### config.mk
export PLATFORM = sky130hd
export DESIGN_NAME = isc_top
export DESIGN_NICKNAME = d
export VERILOG_FILES = /design/src/logic/isc_pkg.sv /design/src/logic/isc_sleep_fsm.sv /design/src/logic/isc_idle_level.sv /design/src/logic/isc_top.sv
export VERILOG_INCLUDE_DIRS = /design/src /design/src/logic
export SDC_FILE = /design/constraint.sdc
export NUM_CORES = 1
export LEC_CHECK = 0
export ABC_AREA = 1
export BUFFER_PORTS_ARGS = -buffer_cell sky130_fd_sc_hd__buf_2
export CAP_MARGIN = 10
export CORE_MARGIN = 2
export CORE_UTILIZATION = 30
export CTS_CLUSTER_SIZE = 16
export DETAILED_ROUTE_END_ITERATION = 10
export SYNTH_ARGS = -nofsm -noshare
export SYNTH_HDL_FRONTEND = slang
export SYNTH_SLANG_ARGS = --single-unit
export TNS_END_PERCENT = 30
### constraint.sdc
create_clock -name clk -period 1.5 [get_ports clk]
set_clock_uncertainty 0.1 [all_clocks]
set_input_delay 0 -clock clk [delete_from_list [all_inputs] [get_ports clk]]
set_output_delay 0 -clock clk [all_outputs]
set_load 0.005 [all_outputs]
### src/logic/isc_cfg.svh
// Constants for the idle and sleep state control block
`ifndef ISC_CFG_SVH
`define ISC_CFG_SVH
`define ISC_LANES 4
`define ISC_CTRLS 4
`define ISC_IFS 4
`define ISC_XTAL_USERS 2
`define ISC_IDLE_DWELL_NS 1000
`define ISC_CLK_NS 10
`define ISC_IDLE_DWELL_CYC ((`ISC_IDLE_DWELL_NS + `ISC_CLK_NS - 1) / `ISC_CLK_NS)
`define ISC_DWELL_W 8
`define ISC_CST_C0 3'h0
`define ISC_CST_C6 3'h3
`define ISC_CST_C10 3'h6
`define ISC_SLP_S3 2'h1
`define ISC_SLP_S4 2'h2
`define ISC_SLP_S5 2'h3
`endif

### src/logic/isc_pkg.sv
// Types for the idle and sleep state control block
package isc_pkg;
  typedef enum logic [2:0] {
    ISC_SYS_S0 = 3'h0,
    ISC_SYS_S3 = 3'h1,
    ISC_SYS_S4 = 3'h3,
    ISC_SYS_S5 = 3'h2,
    ISC_SYS_DEEP = 3'h6,
    ISC_SYS_MOFF = 3'h7
  } isc_sys_t;
  typedef enum logic [1:0] {
    ISC_LVL_ONE = 2'h0,
    ISC_LVL_TWO = 2'h1,
    ISC_LVL_THREE = 2'h3
  } isc_lvl_t;
  // C-state message from the processor
  typedef struct packed {
    logic valid;
    logic [2:0] cstate;
  } isc_cmsg_t;
  // Local idle reports
  typedef struct packed {
    logic [3:0] lane_lowpower;
    logic [3:0] ctrl_idle;
    logic [3:0] if_idle;
    logic [1:0] xtal_req;
  } isc_idle_t;
  // Gating outputs
  typedef struct packed {
    logic [3:0] lane_gate;
    logic [3:0] ctrl_gate;
    logic [3:0] if_pll_off;
    logic fabric_pll_off;
    logic base_clk_pll_off;
    logic xtal_off;
  } isc_gate_t;
endpackage : isc_pkg

### src/logic/isc_sleep_fsm.sv
// System sleep state tracker with deepest-suspend memory
`timescale 1ns/1ps
`default_nettype none
`include "isc_cfg.svh"
module isc_sleep_fsm (
  // Clock and reset
  input wire logic clk,
  input wire logic rst_n,
  // Triggers
  input wire logic sleep_enable_bit,
  input wire logic [1:0] sleep_type,
  input wire logic wake_event,
  input wire logic power_button_override,
  input wire logic deep_enter,
  input wire logic deep_exit_ac,
  input wire logic power_fail,
  input wire logic power_return,
  input wire logic after_power_loss_select,
  input wire logic mobile_config,
  input wire logic battery_low_n,
  // State
  output isc_pkg::isc_sys_t sys_state,
  output logic full_boot
);
  import isc_pkg::*;

  isc_sys_t next_state;
  isc_sys_t deep_from;
  isc_sys_t pre_loss;
  logic wake_ok;

  // Resume to running held off by low battery in mobile systems
  assign wake_ok = wake_event && (!mobile_config || battery_low_n);

  always_comb begin
    next_state = sys_state;
    if (power_fail && sys_state != ISC_SYS_MOFF) begin
      next_state = ISC_SYS_MOFF;
    end else begin
      unique case (sys_state)
        ISC_SYS_S0: begin
          if (power_button_override) begin
            next_state = ISC_SYS_S5;
          end else if (sleep_enable_bit) begin
            unique case (sleep_type)
              `ISC_SLP_S3: next_state = ISC_SYS_S3;
              `ISC_SLP_S4: next_state = ISC_SYS_S4;
              default: next_state = ISC_SYS_S5;
            endcase
          end
        end
        ISC_SYS_S3, ISC_SYS_S4: begin
          if (wake_ok) next_state = ISC_SYS_S0;
          else if (power_button_override) next_state = ISC_SYS_S5;
          else if (deep_enter) next_state = ISC_SYS_DEEP;
        end
        ISC_SYS_S5: begin
          if (wake_ok) next_state = ISC_SYS_S0;
          else if (deep_enter) next_state = ISC_SYS_DEEP;
        end
        ISC_SYS_DEEP: begin
          if (wake_ok) next_state = ISC_SYS_S0;
          else if (deep_exit_ac) next_state = deep_from;
        end
        ISC_SYS_MOFF: begin
          // Wakes ignored; only power return counts
          if (power_return) begin
            // Prior S4 returns to S4 when selected; S0 waits battery only in mobile systems
            if (pre_loss == ISC_SYS_S4 && after_power_loss_select) begin
              next_state = ISC_SYS_S4;
            end else if (after_power_loss_select) begin
              next_state = ISC_SYS_S5;
            end else if (!mobile_config || battery_low_n) begin
              next_state = ISC_SYS_S0;
            end
          end
        end
        default: next_state = ISC_SYS_MOFF;
      endcase
    end
  end

  // Every step is direct, one state per edge
  always_ff @(posedge clk) begin
    if (!rst_n) sys_state <= ISC_SYS_MOFF;
    else sys_state <= next_state;
  end

  always_ff @(posedge clk) begin
    if (!rst_n) begin
      deep_from <= ISC_SYS_S5;
    end else if (next_state == ISC_SYS_DEEP && sys_state != ISC_SYS_DEEP) begin
      deep_from <= sys_state;
    end
  end

  always_ff @(posedge clk) begin
    if (!rst_n) begin
      pre_loss <= ISC_SYS_S5;
    end else if (power_fail && sys_state != ISC_SYS_MOFF) begin
      pre_loss <= sys_state;
    end
  end

  // Pulse on leaving soft-off or mechanical off for the running state
  always_ff @(posedge clk) begin
    if (!rst_n) full_boot <= 1'b0;
    else full_boot <= (sys_state == ISC_SYS_S5 || sys_state == ISC_SYS_MOFF)
      && next_state == ISC_SYS_S0;
  end
endmodule : isc_sleep_fsm
`default_nettype wire

### src/logic/isc_idle_level.sv
// Idle level grading from processor C-state messages
`timescale 1ns/1ps
`default_nettype none
`include "isc_cfg.svh"
module isc_idle_level (
  // Clock and reset
  input wire logic clk,
  input wire logic rst_n,
  // Inputs
  input wire isc_pkg::isc_cmsg_t cmsg,
  input wire logic all_idle,
  input wire logic in_s0,
  // Level
  output isc_pkg::isc_lvl_t level,
  output logic [2:0] pkg_cstate
);
  import isc_pkg::*;

  isc_lvl_t next_level;

  // Only the messaged C-state is known here
  always_ff @(posedge clk) begin
    if (!rst_n) pkg_cstate <= `ISC_CST_C0;
    else if (!in_s0) pkg_cstate <= `ISC_CST_C0;
    else if (cmsg.valid) pkg_cstate <= cmsg.cstate;
  end

  always_comb begin
    next_level = ISC_LVL_ONE;
    if (in_s0 && all_idle && pkg_cstate >= `ISC_CST_C6) begin
      next_level = ISC_LVL_TWO;
      if (pkg_cstate >= `ISC_CST_C10) next_level = ISC_LVL_THREE;
    end
  end

  always_ff @(posedge clk) begin
    if (!rst_n) level <= ISC_LVL_ONE;
    else if (next_level != level) level <= next_level;
  end
endmodule : isc_idle_level
`default_nettype wire

### src/logic/isc_top.sv
// Idle and sleep state control: gating, idle floor and sleep states
`timescale 1ns/1ps
`default_nettype none
`include "isc_cfg.svh"
module isc_top (
  // Clock and reset
  input wire logic clk,
  input wire logic rst_n,
  // Processor messages
  input wire isc_pkg::isc_cmsg_t cmsg,
  // Local idle reports
  input wire isc_pkg::isc_idle_t idle,
  // Sleep control
  input wire logic sleep_enable_bit,
  input wire logic [1:0] sleep_type,
  input wire logic wake_event,
  input wire logic power_button_override,
  input wire logic deep_enter,
  input wire logic deep_exit_ac,
  input wire logic power_fail,
  input wire logic power_return,
  input wire logic after_power_loss_select,
  input wire logic mobile_config,
  input wire logic battery_low_n,
  // Gating and platform outputs
  output isc_pkg::isc_gate_t gate,
  output logic idle_floor_n,
  output logic core_rail_low_voltage_mode,
  output logic ext_clk_run,
  output logic full_boot,
  output isc_pkg::isc_sys_t sys_state,
  output isc_pkg::isc_lvl_t idle_level
);
  import isc_pkg::*;

  ////////////////////////////////////////////////////////////////////////
  isc_sys_t sys_now;
  isc_lvl_t lvl_now;
  logic [2:0] pkg_cstate;
  logic all_idle;
  logic in_s0;
  logic next_fabric_off;
  logic [`ISC_DWELL_W-1:0] dwell;

  function automatic logic all_set(input logic [3:0] v);
    all_set = &v;
  endfunction : all_set

  assign in_s0 = (sys_now == ISC_SYS_S0);
  assign next_fabric_off = in_s0 && all_set(idle.ctrl_idle)
    && all_set(idle.if_idle) && all_set(idle.lane_lowpower);

  // Short dwell before fabric gating so brief idles do not thrash the PLL
  always_ff @(posedge clk) begin
    if (!rst_n) dwell <= '0;
    else if (!next_fabric_off) dwell <= '0;
    else if (dwell != `ISC_DWELL_W'(`ISC_IDLE_DWELL_CYC)) dwell <= dwell + 1'b1;
  end
  assign all_idle = (dwell == `ISC_DWELL_W'(`ISC_IDLE_DWELL_CYC));

  ////////////////////////////////////////////////////////////////////////
  isc_sleep_fsm u_sleep (
    .clk(clk),
    .rst_n(rst_n),
    .sleep_enable_bit(sleep_enable_bit),
    .sleep_type(sleep_type),
    .wake_event(wake_event),
    .power_button_override(power_button_override),
    .deep_enter(deep_enter),
    .deep_exit_ac(deep_exit_ac),
    .power_fail(power_fail),
    .power_return(power_return),
    .after_power_loss_select(after_power_loss_select),
    .mobile_config(mobile_config),
    .battery_low_n(battery_low_n),
    .sys_state(sys_now),
    .full_boot(full_boot)
  );

  isc_idle_level u_level (
    .clk(clk),
    .rst_n(rst_n),
    .cmsg(cmsg),
    .all_idle(all_idle),
    .in_s0(in_s0),
    .level(lvl_now),
    .pkg_cstate(pkg_cstate)
  );

  ////////////////////////////////////////////////////////////////////////
  // Local gating is autonomous in every idle level
  // One process owns the whole gate word, so it has a single driver
  always_ff @(posedge clk) begin
    if (!rst_n) begin
      gate <= '0;
    end else begin
      gate.lane_gate <= idle.lane_lowpower;
      gate.ctrl_gate <= idle.ctrl_idle;
      gate.if_pll_off <= idle.if_idle;
      gate.fabric_pll_off <= lvl_now != ISC_LVL_ONE && all_idle;
      gate.base_clk_pll_off <= lvl_now != ISC_LVL_ONE && all_idle
        && pkg_cstate >= `ISC_CST_C6;
      // Crystal only stops once every consumer has let go
      gate.xtal_off <= lvl_now == ISC_LVL_THREE
        && pkg_cstate >= `ISC_CST_C10 && ~|idle.xtal_req;
    end
  end

  // Low means deterministic idle; regulator follows it
  always_ff @(posedge clk) begin
    if (!rst_n) begin
      idle_floor_n <= 1'b1;
      core_rail_low_voltage_mode <= 1'b0;
    end else begin
      idle_floor_n <= !(lvl_now == ISC_LVL_THREE);
      core_rail_low_voltage_mode <= lvl_now == ISC_LVL_THREE;
    end
  end

  // External clocks only run in the running state
  always_ff @(posedge clk) begin
    if (!rst_n) ext_clk_run <= 1'b0;
    else ext_clk_run <= in_s0;
  end

  always_ff @(posedge clk) begin
    if (!rst_n) begin
      sys_state <= ISC_SYS_MOFF;
      idle_level <= ISC_LVL_ONE;
    end else begin
      sys_state <= sys_now;
      idle_level <= lvl_now;
    end
  end
endmodule : isc_top
`default_nettype wire

# Yosys cells after proc, flatten, opt, wreduce, memory -nomap -nowiden
# Cells that the tools add are included.
# totals
regBits,46
input_bits,32
wordCells,82
# op_classes
add_sub_neg,1
n_lt_le_gt_ge,2
eq_ne,15
muxes,17
reduce_logical,29
# op_table
cell,count
$mux W3,13
$pmux W3 S5,1
$logic_and A1 B1 Y1,14
$reduce_and A4 Y1,3
$eq A3 B2 Y1 const B,3
$eq A3 B3 Y1 const B,3
$add A8 B1 Y8 const B,1
$eq A8 B7 Y1 const B,1
$ne A8 B7 Y1 const B,1
$logic_not A3 Y1,2
$ne A3 B3 Y1 const B,2
$eq A2 B2 Y1 const B,2
$mux W2,2
$pmux W2 S2,1
$reduce_and A2 Y1,2
$reduce_or A2 Y1,2
$eq A3 B1 Y1 const B,1
$ge A3 B2 Y1 const B,1
$ge A3 B3 Y1 const B,1
$logic_not A1 Y1,3
$eq A2 B1 Y1 const B,1
$logic_or A1 B1 Y1,2
$ne A2 B2 Y1,1
$reduce_bool A2 Y1,1

# Longest topological paths before layout
# depth
word_depth,10
depth_mapped,12

# Modules after synthesis
# From an unflattened synthesis, not the netlist that was laid out.
# unflattened
cells_unflattened,285
area_unflattened_um2,2087.0
# by_module_without_submodules
mod,n_inst,cells_per_inst,area_each_um2,seq_area_each_um2
isc_top,1,140,1163.6,620.6
isc_sleep_fsm,1,118,738.2,200.2
isc_idle_level,1,27,185.2,100.1

# Worst setup path after synthesis
# No wires, ideal clock.
# synth_timing
kind,register to register
start,reg u_sleep.sys_state[0]
end,reg u_sleep.deep_from[1]
setup_ps,130
arrival_time_ps,1255
setup_slack_ps,15
path_stages_with_launch,11
period_less_slack_ps,1485
path_cell_list,dfxtp_1 > buf_2 > nand3_2 > nand2_4 > nand2_4 > nor2_2 > nand2_1 > nor2_2 > nand2_2 > o21ai_0 > nand3_1
# synth_between
elab_chain_cells,8
# synth_lines
item,line,text
from (decl),isc_sleep_fsm.sv:22,"output isc_pkg::isc_sys_t sys_state,"
from (signal assigned),isc_sleep_fsm.sv:86,else sys_state <= next_state;
$mux W3,isc_sleep_fsm.sv:73,end else if (!mobile_config || battery_low_n) begin
$mux W3,isc_sleep_fsm.sv:71,end else if (after_power_loss_select) begin
$mux W3,isc_sleep_fsm.sv:69,if (pre_loss == ISC_SYS_S4 && after_power_loss_select) begin
$mux W3,isc_sleep_fsm.sv:67,if (power_return) begin
$pmux W3 S5,isc_sleep_fsm.sv:40,unique case (sys_state)
$mux W3,isc_sleep_fsm.sv:37,if (power_fail && sys_state != ISC_SYS_MOFF) begin
$eq A3 B3 Y1,isc_sleep_fsm.sv:92,end else if (next_state == ISC_SYS_DEEP && sys_state != ISC_SYS_DEEP) begin
$logic_and A1 B1 Y1 *,isc_sleep_fsm.sv:92,
to (signal assigned),isc_sleep_fsm.sv:93,deep_from <= sys_state;
to (decl),isc_sleep_fsm.sv:28,isc_sys_t deep_from;
# Every way passes the cells marked *; elsewhere a longest branch is shown, timed or not.
# A chain may end at the register's enable or synchronous reset.

# Worst setup path in the final report
# Ends and elaborated chain as after synthesis.

==> flow_metrics.env <==
export IMPL_outcome="complete, no violations"
export IMPL_cts_root_buffer_cell="clkbuf_8"
export IMPL_synth_edf_count=0
export IMPL_ir_drop_v=0.000493
export IMPL_synth_top_area_share_pct=48.8
export IMPL_dieArea_um2=6940
export IMPL_vias=1897
export IMPL_path_max_fanout=8
export IMPL_powerDensity_nw_per_um2=1360
export IMPL_synth_distinct_cells=28
export IMPL_fin_tns_setup_ns=0
export IMPL_setup_violations=0
export IMPL_power_leakage_nw=1.47
export IMPL_syn_area_per_cell_um2=7.46
export IMPL_std_cell_rows=28
export IMPL_firstDrtPassIters=4
export IMPL_holdWs_ns=0.0134
export IMPL_dp_cells=394
export IMPL_synth_warnings=0
export IMPL_grt_pass1_vias=1817
export IMPL_clkTransAtPathRegs_ns=0.09
export IMPL_wl_per_cell_um=10.7
export IMPL_relSlewSlack_pct=73.7
export IMPL_track_usage_pct=13.5
export IMPL_ys_flop_type="dfxtp_1"
export IMPL_yosysMostFrequentCell="nand2_1"
export IMPL_synthTopCellsByArea="dfxtp_1 (49%), nand2_1 (13%), inv_1 (8.9%)"
export IMPL_crit_required_ns=1.64
export IMPL_seq_area_frac_synth_pct=48.8
export IMPL_ant_nets=0
export IMPL_synth_cell_area_um2=1890
export IMPL_dp_slack_ns=-0.168
export IMPL_chipHeight_um=83.3
export IMPL_gp_congestion=0.868
export IMPL_antenna_cells=0
export IMPL_grt_first_pass_wirelength_um=7670
export IMPL_vias_per_cell=4.38
export IMPL_worst_slew_pin_slew_ns=0.391
export IMPL_clk_path_buf_depth=2
export IMPL_drt_iter0_drc=43
export IMPL_cts_made_buffers=5
export IMPL_min_path_type="in2reg"
export IMPL_wirelength_um=4640
export IMPL_die_w_um=83.3
export IMPL_syn_num_nets=288
export IMPL_grt_overflow=0
export IMPL_period_minus_slack_ns=1.49
export IMPL_cap_viol_max_count=0
export IMPL_fmax_mhz=673
export IMPL_layoutNonFillerInstCount=433
export IMPL_finalHoldViolations=0
export IMPL_synth_seq_cells=46
export IMPL_drive_above_1_share_pct=35.8
export IMPL_dpl_hpwl_um=3260
export IMPL_synth_cells=253
export IMPL_crit_path_start_kind="flip-flop"
export IMPL_syn2layout_area_growth_pct=53.7
export IMPL_synthArstFlopShare_pct=0
export IMPL_cp_data_arrival_time_ns=1.63
export IMPL_nets=392
export IMPL_fin_ws_ns=0.0140
export IMPL_io_buffers=55
export IMPL_period_share_pct=99.1
export IMPL_antenna_found_initial=0
export IMPL_clkSinkCount=46
export IMPL_synth_commonest_cells="nand2_1 (63), dfxtp_1 (46), inv_1 (45)"
export IMPL_io_pins=56
export IMPL_htreeDepth=2
export IMPL_clk_latency_ns=0.30
export IMPL_crit_path_end_kind="flip-flop"
export IMPL_crit_type="reg2reg"
export IMPL_rsz0062_at_grt="true"
export IMPL_cts_tree="done"
export IMPL_grt_max_degree=14
export IMPL_coreArea_um2=5990
export IMPL_slew_viol_final=0
export IMPL_drc=0
export IMPL_yosysTopAreaCell="dfxtp_1"
export IMPL_initial_core_util_pct=31.5
==> sequential cells by signal, summed over array words and instances (netlist names) <==
signal and cells:
u_sleep.full_boot 1, idle_floor_n 1, gate 15, u_sleep.sys_state 3
u_level.level 2, ext_clk_run 1, dwell 8, core_rail_low_voltage_mode 1
u_sleep.pre_loss 3, u_sleep.deep_from 3, u_level.pkg_cstate 3, idle_level 2
sys_state 3
==> report_power, final <==
group          switching (mW)  internal, mW  total, mW
logic                   0.879         0.797       1.68
clock network           0.400         0.372      0.772
registers               0.145          1.36       1.51
total                    1.42          2.53       3.96
==> critical path, cell delays in order, from the launching register on <==
cell,delay (ns)
dfxtp_4,0.40
nor2_4,0.15
nand2_2,0.11
nor2_2,0.17
nor2_4,0.06
nand3_4,0.09
nand2_4,0.07
nor2_4,0.14
nand2_1,0.06
nand3_1,0.07
==> cells by family (layout without fill, tap and decap cells) <==
| logic type | Yosys count | after routing | share of synthesized area, % |
|---|---|---|---|
| adder cells (fa/ha/maj) | 3 | 3 | 1.99 |
| AND/OR/NAND/NOR | 131 | 131 | 31.1 |
| buffers and inverters | 48 | 153 | 9.61 |
| AO/OA/AOI/OAI | 19 | 19 | 5.57 |
| multiplexers | 3 | 3 | 1.59 |
| flip-flops | 46 | 46 | 48.8 |
| XOR/XNOR | 3 | 3 | 1.39 |
==> metal layers <==
| metal | share of wire [%] | routed length (µm) | vias to the layer above | track usage [%] |
|---|---|---|---|---|
| met5 | 0 | 0 | - | 0 |
| met4 | 1.7 | 78 | 0 | 4.92 |
| met2 | 50 | 2320 | 56 | 23.6 |
| met1 | 43 | 1980 | 851 | 16.0 |
| met3 | 5.7 | 263 | 6 | 3.08 |
| li1 | - | - | 984 | - |
==> final cells by class <==
cell class                      instances  area, µm²
Fill cell                             593       3090
Timing Repair Buffer                  100        687
Multi-Input combinational cell        159        920
Inverter                               45        174
Tap cell                               75       93.8
Clock buffer                            7       86.3
Clock inverter                          1       5.00
Sequential cell                        46        937
==> worst paths after layout <==
| path | startpoint | end | slack (ns) | depth (start not counted) |
|---|---|---|---|---|
| worst min-delay path | idle[0] | gate[0]$_SDFF_PN0_ | 0.01 | 3 |
| worst max-delay path | u_sleep.sys_state[0]$_SDFF_PN1_ | u_sleep.deep_from[1]$_SDFFE_PN1P_ | 0.01 | 9 |
| worst max register to register | u_sleep.sys_state[0]$_SDFF_PN1_ | u_sleep.deep_from[1]$_SDFFE_PN1P_ | 0.01 | 9 |
| worst min register to register | u_level.level[1]$_SDFFE_PN0P_ | idle_level[1]$_SDFF_PN0_ | 0.35 | 2 |
==> layout by cell type (no fill, tap or decap), drive strengths merged <==
| cell type | n |
|---|---|
| clkinv | 1 |
| nor3b | 1 |
| nand4 | 4 |
| clkbuf | 7 |
| nor2 | 37 |
| buf | 73 |
| mux2i | 3 |
| or3 | 1 |
| dlymetal6s4s | 1 |
| nand2 | 67 |
| nand3 | 13 |
| nor4 | 1 |
| ha | 3 |
| a21oi | 6 |
| or2 | 1 |
| inv | 45 |
| a211oi | 3 |
| xor2 | 2 |
| o211ai | 1 |
| o21ai | 9 |
| nand3b | 3 |
| dfxtp | 46 |
| dlygate4sd3 | 26 |
| nor3 | 3 |
| xnor2 | 1 |
==> through the flow <==
stage | util (%) | cell area (µm²) | power (mW)
floorplan | - | 1890 | 2.22
CTS | 45.9 | 2750 | 3.67
global placement | 39.2 | 2350 | 2.70
global route | 48.5 | 2900 | 4.24
finish | 48.5 | 2900 | 3.96
detailed placement | 39.2 | 2350 | 2.71
==> timing repair <==
action	CTS	global route
setup endpoints to repair	11	13
endpoints found under the hold margin	28	0
hold buffers	27	0
pin swaps	6	17
resized for setup	17	42
buffers inserted	0	4
(Power assumes the default switching activity.)
